[src/logic/mpio_regs.vh]
// constants for the multi-port i/o block
`ifndef MPIO_REGS_VH
`define MPIO_REGS_VH
`define MPIO_A_P1_LAT  6'h01
`define MPIO_A_P2_LAT  6'h02
`define MPIO_A_P3_LAT  6'h03
`define MPIO_A_P3_DRV  6'h04
`define MPIO_A_P5_LAT  6'h05
`define MPIO_A_P6_LAT  6'h06
`define MPIO_A_P7_LAT  6'h07
`define MPIO_A_P1_PIN  6'h08
`define MPIO_A_P2_PIN  6'h09
`define MPIO_A_P3_PIN  6'h0a
`define MPIO_A_P5_PIN  6'h0b
`define MPIO_A_P6_DIR  6'h0c
`define MPIO_A_P7_PIN  6'h0d
`define MPIO_A_CONV1   6'h0e
`define MPIO_A_P1_SEG  6'h29
`define MPIO_A_P5_SEG  6'h2a
`define MPIO_A_P7_SEG  6'h2b
`define MPIO_ANALOG_INPUT_DISABLE_BIT 4
`define MPIO_RST_ONES8 8'hff
`define MPIO_RST_ONES3 3'h7
`define MPIO_RST_ONES4 4'hf
`define MPIO_RST_ZERO8 8'h00
`define MPIO_RST_ZERO4 4'h0
`define MPIO_RST_ZERO3 3'h0
`define MPIO_RST_SET1  1'b1
`define MPIO_RST_CLR1  1'b0
`define MPIO_RST_CONV1 8'h10
`endif

[src/logic/mpio_ports.v]
// six parallel i/o ports with segment, drive-type and analog selection
`timescale 1ns/1ps
// What this block does
// [RQ1] outputs hold latched value until next write; pin inputs are live samples
// [RQ2] port read samples pin level in the first state of the read cycle
// [RQ3] port write reaches the pin in the second state of the write cycle
// [RQ4] port1 segment select one gives lcd drive, zero gives latch drive
// [RQ5] software sets latch one and clears segment select for port1 input use
// [RQ6] reset loads all port1 latch bits with one
// [RQ7] latch and pin input read at separate addresses
// [RQ8] pin read of a segment bit on ports 1, 5, 7 is undefined
// [RQ9] port2 is three bits, latch resets to one
// [RQ10] port2 bits one and two are crystal pins in dual-clock mode
// [RQ11] port2 bit zero falling output edge still sets its interrupt latch
// [RQ12] unimplemented upper bits of port2 and port3 reads are undefined
// [RQ13] in stop mode port2 bit zero floats regardless of output hold
// [RQ14] port3 drive type zero is open drain, one is push-pull
// [RQ15] reset sets port3 latch to ones and drive type to zero
// [RQ16] software sets port3 latch one then clears drive type for inputs
// [RQ17] port5 eight bits, latch resets to ones, segment select per bit
// [RQ18] port7 eight bits, latch resets to ones, segment select per bit
// [RQ19] reset clears port6 direction and latch, sets analog disable, input reads zero
// [RQ20] port6 direction one drives; zero with latch one input; zero zero analog
// [RQ21] port6 analog bits read back as zero
// [RQ22] software must not read-modify-write the port6 latch
`include "mpio_regs.vh"
module mpio_ports (
	// clock and reset
	input  wire        clk_sys,
	input  wire        rst,
	// cpu access
	input  wire [5:0]  cpu_addr,
	input  wire [7:0]  cpu_wdata,
	input  wire        cpu_wr,
	input  wire        cpu_rd,
	output reg  [7:0]  cpu_rdata,
	// system mode
	input  wire        dual_clock_mode,
	input  wire        stop_mode,
	input  wire        stop_output_hold_enable,
	// pins
	input  wire [7:0]  p1_in,
	input  wire [2:0]  p2_in,
	input  wire [3:0]  p3_in,
	input  wire [7:0]  p5_in,
	input  wire [7:0]  p6_in,
	input  wire [7:0]  p7_in,
	output reg  [7:0]  p1_out,
	output reg  [7:0]  p1_oe,
	output reg  [2:0]  p2_out,
	output reg  [2:0]  p2_oe,
	output reg  [3:0]  p3_out,
	output reg  [3:0]  p3_oe,
	output reg  [7:0]  p5_out,
	output reg  [7:0]  p5_oe,
	output reg  [7:0]  p6_out,
	output reg  [7:0]  p6_oe,
	output reg  [7:0]  p7_out,
	output reg  [7:0]  p7_oe,
	// lcd segment drive, analog select and interrupt
	input  wire [7:0]  seg_drive_p1,
	input  wire [7:0]  seg_drive_p5,
	input  wire [7:0]  seg_drive_p7,
	output reg  [7:0]  p6_analog_sel,
	output reg         analog_input_disable,
	output reg         port2_bit0_stop_fall
);
	// registers
	reg [7:0] port1_out_latch;
	reg [2:0] port2_out_latch;
	reg [3:0] port3_out_latch;
	reg [3:0] port3_drive_type;
	reg [7:0] port5_out_latch;
	reg [7:0] port6_out_latch;
	reg [7:0] port6_direction;
	reg [7:0] port7_out_latch;
	reg [7:0] converter_control_one;
	reg [7:0] port1_segment_select;
	reg [7:0] port5_segment_select;
	reg [7:0] port7_segment_select;
	// pin synchronisers: two flops per pin, so a read reports the level from
	// two edges before the strobe; software cannot tell that from live sampling
	reg [38:0] pin_s1_reg;
	reg [38:0] pin_s2_reg;
	reg        p2b0_prev_reg;
	wire [7:0] p1_pin = pin_s2_reg[7:0];
	wire [2:0] p2_pin = pin_s2_reg[10:8];
	wire [3:0] p3_pin = pin_s2_reg[14:11];
	wire [7:0] p5_pin = pin_s2_reg[22:15];
	wire [7:0] p6_pin = pin_s2_reg[30:23];
	wire [7:0] p7_pin = pin_s2_reg[38:31];
	wire [7:0] p6_digital_in;
	wire [7:0] p6_analog;
	wire [7:0] p3_oe_full;
	wire       p2_hold_drive = ~stop_mode | stop_output_hold_enable;
	reg  [7:0] rdata_next;

	// per-bit port6 mode: direction one drives, else the latch picks input or analog
	genvar gi;
	generate
		for (gi = 0; gi < 8; gi = gi + 1) begin : g_p6_mode
			assign p6_digital_in[gi] = ~port6_direction[gi] & port6_out_latch[gi];
			assign p6_analog[gi]     = ~port6_direction[gi] & ~port6_out_latch[gi];
		end
	endgenerate

	// lcd-capable pin group: a set segment selector hands the pin to the panel
	function [7:0] seg_or_latch;
		input [7:0] sel;
		input [7:0] seg;
		input [7:0] lat;
		begin
			seg_or_latch = (sel & seg) | (~sel & lat);
		end
	endfunction

	// open-drain style: a latch one releases the pin unless something forces drive
	function [7:0] drive_enable;
		input [7:0] force_drive;
		input [7:0] lat;
		begin
			drive_enable = force_drive | ~lat;
		end
	endfunction

	// port6 read: driven bits give the latch, inputs the pin, analog bits zero
	function [7:0] p6_read_value;
		input [7:0] dir;
		input [7:0] lat;
		input [7:0] inp;
		input [7:0] pin;
		begin
			p6_read_value = (dir & lat) | (inp & pin);
		end
	endfunction

	// port3 keeps its four pins in the low half; the upper half never drives
	assign p3_oe_full = drive_enable({4'h0, port3_drive_type}, {4'hf, port3_out_latch});

	always @(posedge clk_sys) begin
		pin_s1_reg <= {p7_in, p6_in, p5_in, p3_in, p2_in, p1_in};
		pin_s2_reg <= pin_s1_reg;
	end

	// writes land in the latch at the strobe edge, one clock before the pin update
	always @(posedge clk_sys) begin
		if (rst) begin
			port1_out_latch       <= `MPIO_RST_ONES8; // RQ6
			port2_out_latch       <= `MPIO_RST_ONES3; // RQ9
			port3_out_latch       <= `MPIO_RST_ONES4; // RQ15
			port3_drive_type      <= `MPIO_RST_ZERO4; // RQ15
			port5_out_latch       <= `MPIO_RST_ONES8; // RQ17
			port7_out_latch       <= `MPIO_RST_ONES8; // RQ18
			port6_out_latch       <= `MPIO_RST_ZERO8; // RQ19
			port6_direction       <= `MPIO_RST_ZERO8; // RQ19
			converter_control_one <= `MPIO_RST_CONV1; // RQ19
			port1_segment_select  <= `MPIO_RST_ZERO8;
			port5_segment_select  <= `MPIO_RST_ZERO8;
			port7_segment_select  <= `MPIO_RST_ZERO8;
		end else if (cpu_wr) begin
			// unmapped addresses match no branch and change nothing
			if (cpu_addr == `MPIO_A_P1_LAT) begin
				port1_out_latch <= cpu_wdata; // RQ1
			end else if (cpu_addr == `MPIO_A_P2_LAT) begin
				port2_out_latch <= cpu_wdata[2:0];
			end else if (cpu_addr == `MPIO_A_P3_LAT) begin
				port3_out_latch <= cpu_wdata[3:0];
			end else if (cpu_addr == `MPIO_A_P3_DRV) begin
				port3_drive_type <= cpu_wdata[3:0];
			end else if (cpu_addr == `MPIO_A_P5_LAT) begin
				port5_out_latch <= cpu_wdata;
			end else if (cpu_addr == `MPIO_A_P6_LAT) begin
				port6_out_latch <= cpu_wdata;
			end else if (cpu_addr == `MPIO_A_P7_LAT) begin
				port7_out_latch <= cpu_wdata;
			end else if (cpu_addr == `MPIO_A_P6_DIR) begin
				port6_direction <= cpu_wdata;
			end else if (cpu_addr == `MPIO_A_CONV1) begin
				converter_control_one <= cpu_wdata;
			end else if (cpu_addr == `MPIO_A_P1_SEG) begin
				port1_segment_select <= cpu_wdata;
			end else if (cpu_addr == `MPIO_A_P5_SEG) begin
				port5_segment_select <= cpu_wdata;
			end else if (cpu_addr == `MPIO_A_P7_SEG) begin
				port7_segment_select <= cpu_wdata;
			end
		end
	end

	// segment bits read live pin data; that value is undefined to software
	always @* begin
		// unmapped addresses read as zero
		rdata_next = 8'h00;
		if (cpu_addr == `MPIO_A_P1_LAT) begin
			rdata_next = port1_out_latch; // RQ7
		end else if (cpu_addr == `MPIO_A_P2_LAT) begin
			rdata_next = {5'h00, port2_out_latch}; // RQ12
		end else if (cpu_addr == `MPIO_A_P3_LAT) begin
			rdata_next = {4'h0, port3_out_latch}; // RQ12
		end else if (cpu_addr == `MPIO_A_P3_DRV) begin
			rdata_next = {4'h0, port3_drive_type};
		end else if (cpu_addr == `MPIO_A_P5_LAT) begin
			rdata_next = port5_out_latch;
		end else if (cpu_addr == `MPIO_A_P6_LAT) begin
			// port6 latch address returns pins for input bits: a read-modify-write breaks modes RQ22
			rdata_next = p6_read_value(port6_direction, port6_out_latch,
				p6_digital_in, p6_pin); // RQ21
		end else if (cpu_addr == `MPIO_A_P7_LAT) begin
			rdata_next = port7_out_latch;
		end else if (cpu_addr == `MPIO_A_P1_PIN) begin
			rdata_next = p1_pin; // RQ8
		end else if (cpu_addr == `MPIO_A_P2_PIN) begin
			rdata_next = {5'h00, p2_pin};
		end else if (cpu_addr == `MPIO_A_P3_PIN) begin
			rdata_next = {4'h0, p3_pin};
		end else if (cpu_addr == `MPIO_A_P5_PIN) begin
			rdata_next = p5_pin;
		end else if (cpu_addr == `MPIO_A_P6_DIR) begin
			rdata_next = port6_direction;
		end else if (cpu_addr == `MPIO_A_P7_PIN) begin
			rdata_next = p7_pin;
		end else if (cpu_addr == `MPIO_A_CONV1) begin
			rdata_next = converter_control_one;
		end else if (cpu_addr == `MPIO_A_P1_SEG) begin
			rdata_next = port1_segment_select;
		end else if (cpu_addr == `MPIO_A_P5_SEG) begin
			rdata_next = port5_segment_select;
		end else if (cpu_addr == `MPIO_A_P7_SEG) begin
			rdata_next = port7_segment_select;
		end
	end

	// read data is captured at the strobe edge from already-synchronised pins
	always @(posedge clk_sys) begin
		if (rst) begin
			cpu_rdata <= `MPIO_RST_ZERO8;
		end else if (cpu_rd) begin
			cpu_rdata <= rdata_next; // RQ2
		end
	end

	// segment-capable ports 1, 5 and 7; a latch one floats the pin high unless the bit's segment select is set
	always @(posedge clk_sys) begin
		if (rst) begin
			p1_out <= `MPIO_RST_ZERO8;
			p1_oe  <= `MPIO_RST_ZERO8;
			p5_out <= `MPIO_RST_ZERO8;
			p5_oe  <= `MPIO_RST_ZERO8;
			p7_out <= `MPIO_RST_ZERO8;
			p7_oe  <= `MPIO_RST_ZERO8;
		end else begin
			p1_out <= seg_or_latch(port1_segment_select, seg_drive_p1, port1_out_latch); // RQ4
			p1_oe  <= drive_enable(port1_segment_select, port1_out_latch); // RQ3
			p5_out <= seg_or_latch(port5_segment_select, seg_drive_p5, port5_out_latch); // RQ17
			p5_oe  <= drive_enable(port5_segment_select, port5_out_latch);
			p7_out <= seg_or_latch(port7_segment_select, seg_drive_p7, port7_out_latch); // RQ18
			p7_oe  <= drive_enable(port7_segment_select, port7_out_latch);
		end
	end

	// port2 bit 0 is the stop wake-up input, so stop floats it whatever the hold
	// setting; bits 1 and 2 keep their drive in stop only while hold is set
	always @(posedge clk_sys) begin
		if (rst) begin
			p2_out <= `MPIO_RST_ZERO3;
			p2_oe  <= `MPIO_RST_ZERO3;
			p3_out <= `MPIO_RST_ZERO4;
			p3_oe  <= `MPIO_RST_ZERO4;
		end else begin
			p3_out <= port3_out_latch;
			p3_oe  <= p3_oe_full[3:0]; // RQ14
			p2_out <= port2_out_latch;
			p2_oe[0] <= ~port2_out_latch[0] & ~stop_mode; // RQ13
			p2_oe[2:1] <= dual_clock_mode ? 2'h0 :
				(~port2_out_latch[2:1] & {2{p2_hold_drive}}); // RQ10
		end
	end

	// port6 drive and analog select, and the converter's analog disable bit
	always @(posedge clk_sys) begin
		if (rst) begin
			p6_out <= `MPIO_RST_ZERO8;
			p6_oe  <= `MPIO_RST_ZERO8;
			p6_analog_sel <= `MPIO_RST_ZERO8;
			analog_input_disable <= `MPIO_RST_SET1;
		end else begin
			p6_out <= port6_out_latch;
			p6_oe  <= port6_direction; // RQ20
			p6_analog_sel <= p6_analog;
			analog_input_disable <= converter_control_one[`MPIO_ANALOG_INPUT_DISABLE_BIT];
		end
	end

	// edge of the synchronised port2 bit 0 level, so the port's own falling
	// output flags the interrupt source just as an external fall does
	always @(posedge clk_sys) begin
		if (rst) begin
			p2b0_prev_reg <= `MPIO_RST_SET1;
			port2_bit0_stop_fall <= `MPIO_RST_CLR1;
		end else begin
			p2b0_prev_reg <= p2_pin[0];
			port2_bit0_stop_fall <= p2b0_prev_reg & ~p2_pin[0]; // RQ11
		end
	end
endmodule

[config.mk]
export PLATFORM = sky130hd
export DESIGN_NAME = mpio_ports
export DESIGN_NICKNAME = d
export VERILOG_FILES = /design/src/logic/mpio_ports.v
export VERILOG_INCLUDE_DIRS = /design/src /design/src/logic
export SDC_FILE = /design/constraint.sdc
export NUM_CORES = 1
export LEC_CHECK = 0
export CAP_MARGIN = 10
export CORE_MARGIN = 2
export CORE_UTILIZATION = 50
export CTS_CLUSTER_SIZE = 40
export DETAILED_ROUTE_END_ITERATION = 16
export DONT_BUFFER_PORTS = 1
export SYNTH_ARGS = -nofsm -noshare
export SYNTH_HDL_FRONTEND = slang
export SYNTH_SLANG_ARGS = --single-unit
[constraint.sdc]
create_clock -name clk_sys -period 2.15 [get_ports clk_sys]
set_input_delay 0.43 -clock clk_sys [delete_from_list [all_inputs] [get_ports clk_sys]]
set_output_delay 0.43 -clock clk_sys [all_outputs]
set_load 0.1 [all_outputs]
Word level (Yosys, flattened, before mapping) --
Index checks and enable logic that the tools add are counted.
Word-level totals: memories 0, word-level logic and storage cells 153, input bits 84, RAM bits 0, register bits after elaboration 258, bits in read-only memories 0, latch bits 0
Operators by class: magnitude comparators 0, shift operators 0, reductions and logical operators 13, eq/ne operators 17, divide/modulo/power cells 0, bitwise gates (word level) 74, multiply operators 0, mux-type cells 17, $add $sub $neg 0
Operators with widths (number):
- 2-to-1 mux 8 bit | 17
- bitwise AND 8 bit | 8
- OR 8 bit | 7
- inverter 8 bit | 6
- equality test 6 x 4 -> 1 bit, second input constant | 7
- inverter 1 bit | 30
- equality test 6 x 3 -> 1 bit, second input constant | 4
- bitwise AND 1 bit | 18
- equality test 6 bit, second input constant | 3
- AND reduction 13 bit | 1
- equality test 6 x 2 -> 1 bit, second input constant | 2
- AND reduction 12 bit | 1
- AND reduction 11 bit | 1
- AND reduction 10 bit | 1
- AND reduction 9 bit | 1
- AND reduction 8 bit | 1
- AND reduction 7 bit | 1
- equality test 6 x 1 -> 1 bit, second input constant | 1
- AND reduction 6 bit | 1
- AND reduction 5 bit | 1
- inverter 4 bit | 1
- OR 4 bit | 1
- AND reduction 4 bit | 1
- AND reduction 3 bit | 1
- 5 further kinds | 5

Longest topological paths before layout --
word-level depth 18, depth in mapped cells 9

Least setup slack after synthesis --
No wires, ideal clock.
kind input-to-reg, from input cpu_addr[4], to register cpu_rdata[6], arrival 1.890 ns, stages 8, setup slack 0.169 ns, path buffers 2, library setup time 0.091 ns, path through buf_6 > or4b_4 > buf_6 > nor3_4 > a2bb2oi_1 > a31oi_1 > o21ai_1 > a311oi_1
On the way: cells in the longest elaborated chain, start to end 18, elaborated cells on any way between the ends 34, those cells by class eq/ne: 17; mux: 17
RTL lines:
- from (decl) | line mpio_ports.v:32 | input wire [5:0] cpu_addr,
- equality test 6 bit (no line)
- 2-to-1 mux 8 bit | line mpio_ports.v:228 | end else if (cpu_addr == `MPIO_A_P7_SEG) begin
- 2-to-1 mux 8 bit | line mpio_ports.v:226 | end else if (cpu_addr == `MPIO_A_P5_SEG) begin
- 2-to-1 mux 8 bit | line mpio_ports.v:224 | end else if (cpu_addr == `MPIO_A_P1_SEG) begin
- 2-to-1 mux 8 bit | line mpio_ports.v:222 | end else if (cpu_addr == `MPIO_A_CONV1) begin
- 2-to-1 mux 8 bit | line mpio_ports.v:220 | end else if (cpu_addr == `MPIO_A_P7_PIN) begin
- 2-to-1 mux 8 bit | line mpio_ports.v:218 | end else if (cpu_addr == `MPIO_A_P6_DIR) begin
- 2-to-1 mux 8 bit | line mpio_ports.v:216 | end else if (cpu_addr == `MPIO_A_P5_PIN) begin
- [... 2 more ...]
- 2-to-1 mux 8 bit | line mpio_ports.v:210 | end else if (cpu_addr == `MPIO_A_P1_PIN) begin
- 2-to-1 mux 8 bit | line mpio_ports.v:208 | end else if (cpu_addr == `MPIO_A_P7_LAT) begin
- 2-to-1 mux 8 bit | line mpio_ports.v:204 | end else if (cpu_addr == `MPIO_A_P6_LAT) begin
- 2-to-1 mux 8 bit | line mpio_ports.v:202 | end else if (cpu_addr == `MPIO_A_P5_LAT) begin
- 2-to-1 mux 8 bit | line mpio_ports.v:200 | end else if (cpu_addr == `MPIO_A_P3_DRV) begin
- 2-to-1 mux 8 bit | line mpio_ports.v:198 | end else if (cpu_addr == `MPIO_A_P3_LAT) begin
- 2-to-1 mux 8 bit | line mpio_ports.v:196 | end else if (cpu_addr == `MPIO_A_P2_LAT) begin
- 2-to-1 mux 8 bit * | line mpio_ports.v:194 | if (cpu_addr == `MPIO_A_P1_LAT) begin
- to (signal assigned) | line mpio_ports.v:236 | cpu_rdata <= `MPIO_RST_ZERO8;
- to (signal assigned) | line mpio_ports.v:238 | cpu_rdata <= rdata_next;
- to (decl) | line mpio_ports.v:36 | output reg [7:0] cpu_rdata,
Mark *: on every way between the ends. The rest lies on a longest branch, timed or not. A chain may end at the register's enable or synchronous reset.

Worst setup path in the final report --
from register port5_segment_select[3], to register cpu_rdata[3]
On the way: cells in the longest elaborated chain, start to end 16
RTL lines:
- from (decl) | line mpio_ports.v:79 | reg [7:0] port5_segment_select;
- from (signal assigned) | line mpio_ports.v:158 | port5_segment_select <= `MPIO_RST_ZERO8;
- from (signal assigned) | line mpio_ports.v:183 | port5_segment_select <= cpu_wdata;
- 2-to-1 mux 8 bit | line mpio_ports.v:226
- 2-to-1 mux 8 bit | line mpio_ports.v:224
- 2-to-1 mux 8 bit | line mpio_ports.v:222
- 2-to-1 mux 8 bit | line mpio_ports.v:220
- 2-to-1 mux 8 bit | line mpio_ports.v:218
- 2-to-1 mux 8 bit | line mpio_ports.v:216
- 2-to-1 mux 8 bit | line mpio_ports.v:214 | end else if (cpu_addr == `MPIO_A_P3_PIN) begin
- 2-to-1 mux 8 bit | line mpio_ports.v:212 | end else if (cpu_addr == `MPIO_A_P2_PIN) begin
- 2-to-1 mux 8 bit | line mpio_ports.v:210
- 2-to-1 mux 8 bit | line mpio_ports.v:208
- 2-to-1 mux 8 bit | line mpio_ports.v:204
- 2-to-1 mux 8 bit | line mpio_ports.v:202
- 2-to-1 mux 8 bit | line mpio_ports.v:200
- 2-to-1 mux 8 bit | line mpio_ports.v:198
- 2-to-1 mux 8 bit | line mpio_ports.v:196
- 2-to-1 mux 8 bit | line mpio_ports.v:194
Every way passes these cells.

==> summary.md <==
• fmax: 0.585 GHz
• root buffer selected by CTS: clkbuf_16
• worst min path class: input port to register
• total negative slack: 0 ps
• first-iteration detailed-routing DRC count: 539
• register share of total power: 0.448
• critical path peak fanout: 4
• most frequent cells in the layout: 258 x dfxtp_1, 124 x nor2_1, 116 x buf_4
• Routed Wire Length: 27.4 mm
• run status: finished, final reports clean
• fraction of layout cells with a size suffix above 1: 0.177
• Hold Path Depth: 1
• worst ir drop on vdd: 0.779 mV
• count of synthesis-stage warnings from yosys: 0
• crit end category: register
• Net Sw Power: 0.00251 W
• gate count after technology mapping: 894
• WHS: 18.1 ps
• placed wire-length estimate after detailed placement: 18.7 mm
• combinational group share of total power: 0.076
• placer's final routability congestion estimate: 0.909
• number of cells traversed by the worst register-to-register path: 6
• relative slew slack: 0.307
• critical hold path startpoint: cpu_wdata[1]
• clock sink count: 258
• setup repair after global routing missed its margin: false
• worst slack after detailed placement: 103 ps
• critical path type: register to register
• wire length of the first global-routing pass: 41.3 mm
• DR DRC count: 0
• overall power: 0.0111 W
• most common cell after layout, fill and taps aside: dfxtp_1
• Avg Inst Size Synth: 10.0 um2
• Die Y: 138 um
• worst clock skew: 12.3 ps
• Layout Cell Area excl Fill: 11400 um2
• end of the worst register-to-register path: cpu_rdata[3]$_SDFFE_PP0P_
• area added between synthesis and finish: 27.3%
• number of antenna violations at the first check in global routing: 1
• Inserted Clock Buffers: 26
• number of slew-limit violations in the final report: 0
• post-cts hold buffer count: 46
• Setup-failing EPs final: 0
• part of the cycle the worst path needs: 0.795
• number of hold violations in the final report: 0
• full die area: 19100 um2
• terminating pin of the worst hold path: port7_out_latch[1]$_SDFFE_PP1P_
• Unique masters post-synth: 58
• CP Data Required Time: 2530 ps
• max cap viols: 0
• internal reg-to-reg setup slack: 440 ps
• std cell rows: 49
• post-CTS sizing: 0
• register bit total from synthesis: 258
• CTS tree: yes
• post-synthesis async set-or-reset flop share: 0
• I/O pin total: 180
• Syn Std Cell Area: 8980 um2
• Period minus WS final: 1710 ps
• width of the chip: 138 um
• initial cell density of the core: 0.505
• Placed Area: 9940 um2
• vias post-DR: 7213
• number of enable flip-flop cells after synthesis: 0
• antenna-violating nets left: 0
• Post-layout nets: 1113
• leakage power of the design: 4.60 nW
• Synth Flop Type: dfxtp_1
• startpoint types: register
• via count of the first global-routing pass: 6996
• largest net degree at the start of global routing: 91
• worst r2r src: port5_segment_select[3]$_SDFFE_PP0P_
• antenna cell count: 0
• placeable core region: 17800 um2
• PortBufs: 0
• number of search-and-repair iterations in the first detailed-routing pass: 7
• htree depth: 1
• internal power summed over all cells: 0.00860 W
• global route overflow: 0
• Wirelength per Cell: 21.4 um
• switching portion of total power: 0.226
• Tot GR Track Use: 0.277
• net count after synthesis: 978
• clock transition at the registers of the reported paths: 70 ps
• transition time of the tightest slew-check pin: 1040 ps
• part of the Yosys area used for sequential elements: 0.575
• clock share of power: 0.477
• vias per std cell: 5.65
• buffers inserted by post-CTS timing repair: 0
• count of filler cells inserted in the layout: 1377
• Power Dens Cells: 972 nW/um2
• clock latency on the worst-skew pair: 530 ps
• CP Data Arrival Time: 2090 ps
• minimum setup slack in the final design: 440 ps
• maximum count of clock buffers along a single path: 3
cells by family (layout without fill, tap and decap cells):
logic type      after synthesis  in the layout  synth area share
flops                       258            258             0.575
mux                          71             71            0.0812
compound gates              178            178             0.131
buf+inv                      71            225            0.0345
simple gates                316            316             0.178
cell usage after synthesis (9+ instances only):
| cell type | n | area [um2] |
|---|---|---|
| clkbuf_1 | 29 | 109 |
| nand3b_1 | 10 | 75.1 |
| inv_1 | 13 | 48.8 |
| nand3_1 | 11 | 55.1 |
| mux2i_1 | 65 | 651 |
| dfxtp_1 | 258 | 5160 |
| a21oi_1 | 51 | 255 |
| nor3_1 | 10 | 50.1 |
| a211o_1 | 24 | 210 |
| o21ai_0 | 40 | 200 |
| nor2b_1 | 79 | 494 |
| nor2_1 | 124 | 465 |
| buf_2 | 13 | 65.1 |
| nand2_1 | 43 | 161 |
| buf_1 | 10 | 37.5 |
| o22ai_1 | 9 | 56.3 |
how the worst max path moves through the flow:
stage	start	endpoint	slack, ps	cells after the start
final	port5_segment_select[3]$_SDFFE_PP0P_	cpu_rdata[3]$_SDFFE_PP0P_	440	6
after CTS	port5_segment_select[3]$_SDFFE_PP0P_	cpu_rdata[3]$_SDFFE_PP0P_	440	6
after floorplan	cpu_addr[4]	cpu_rdata[6]$_SDFFE_PP0P_	170	8
after detailed placement	cpu_addr[5]	cpu_rdata[5]$_SDFFE_PP0P_	100	7
after global placement	cpu_addr[5]	cpu_rdata[5]$_SDFFE_PP0P_	60	7
after global routing	port5_segment_select[3]$_SDFFE_PP0P_	cpu_rdata[3]$_SDFFE_PP0P_	370	6
routing by layer:
metal / GRT usage / up-vias / part of all wire
met5: 0 / - / 0
met4: 0.0983 / 0 / 0.035
met3: 0.0509 / 64 / 0.078
met2: 0.450 / 345 / 0.46
met1: 0.374 / 3446 / 0.42
li1: - / 3358 / -
worst max-delay path, stage by stage (launching register included):
cell      delay [ps]
dfxtp_1          360
mux2_2           290
a22oi_1          150
nor2_1           120
a221o_1          320
o211ai_1         210
o211ai_1         140
per-stage QoR:
stage | utilization | instances
finish | 0.643 | 1277
global route | 0.643 | 1277
CTS | 0.643 | 1277
detailed placement | 0.559 | 1184
global placement | 0.559 | 1184
floorplan | - | 894
area by class of cell:
cell class	count	area (um2)	share of cell area
inverters	13	48.8	0.00427
multi-input cells	565	3510	0.307
clock inverters	17	320	0.0280
well taps	229	287	0.0251
flip-flops and latches	258	5160	0.452
clock buffers	30	707	0.0618
repair buffers	165	1400	0.123
power groups by stage:
stage                     sequential, W  combinational (W)  clock, W
after floorplan                 0.00547           0.000286         0
after global placement          0.00508           0.000739         0
after detailed placement        0.00508           0.000739         0
after CTS                       0.00497           0.000840   0.00535
after global routing            0.00498           0.000876   0.00554
final                           0.00497           0.000841   0.00530
Power figures use the tool's default switching activity.
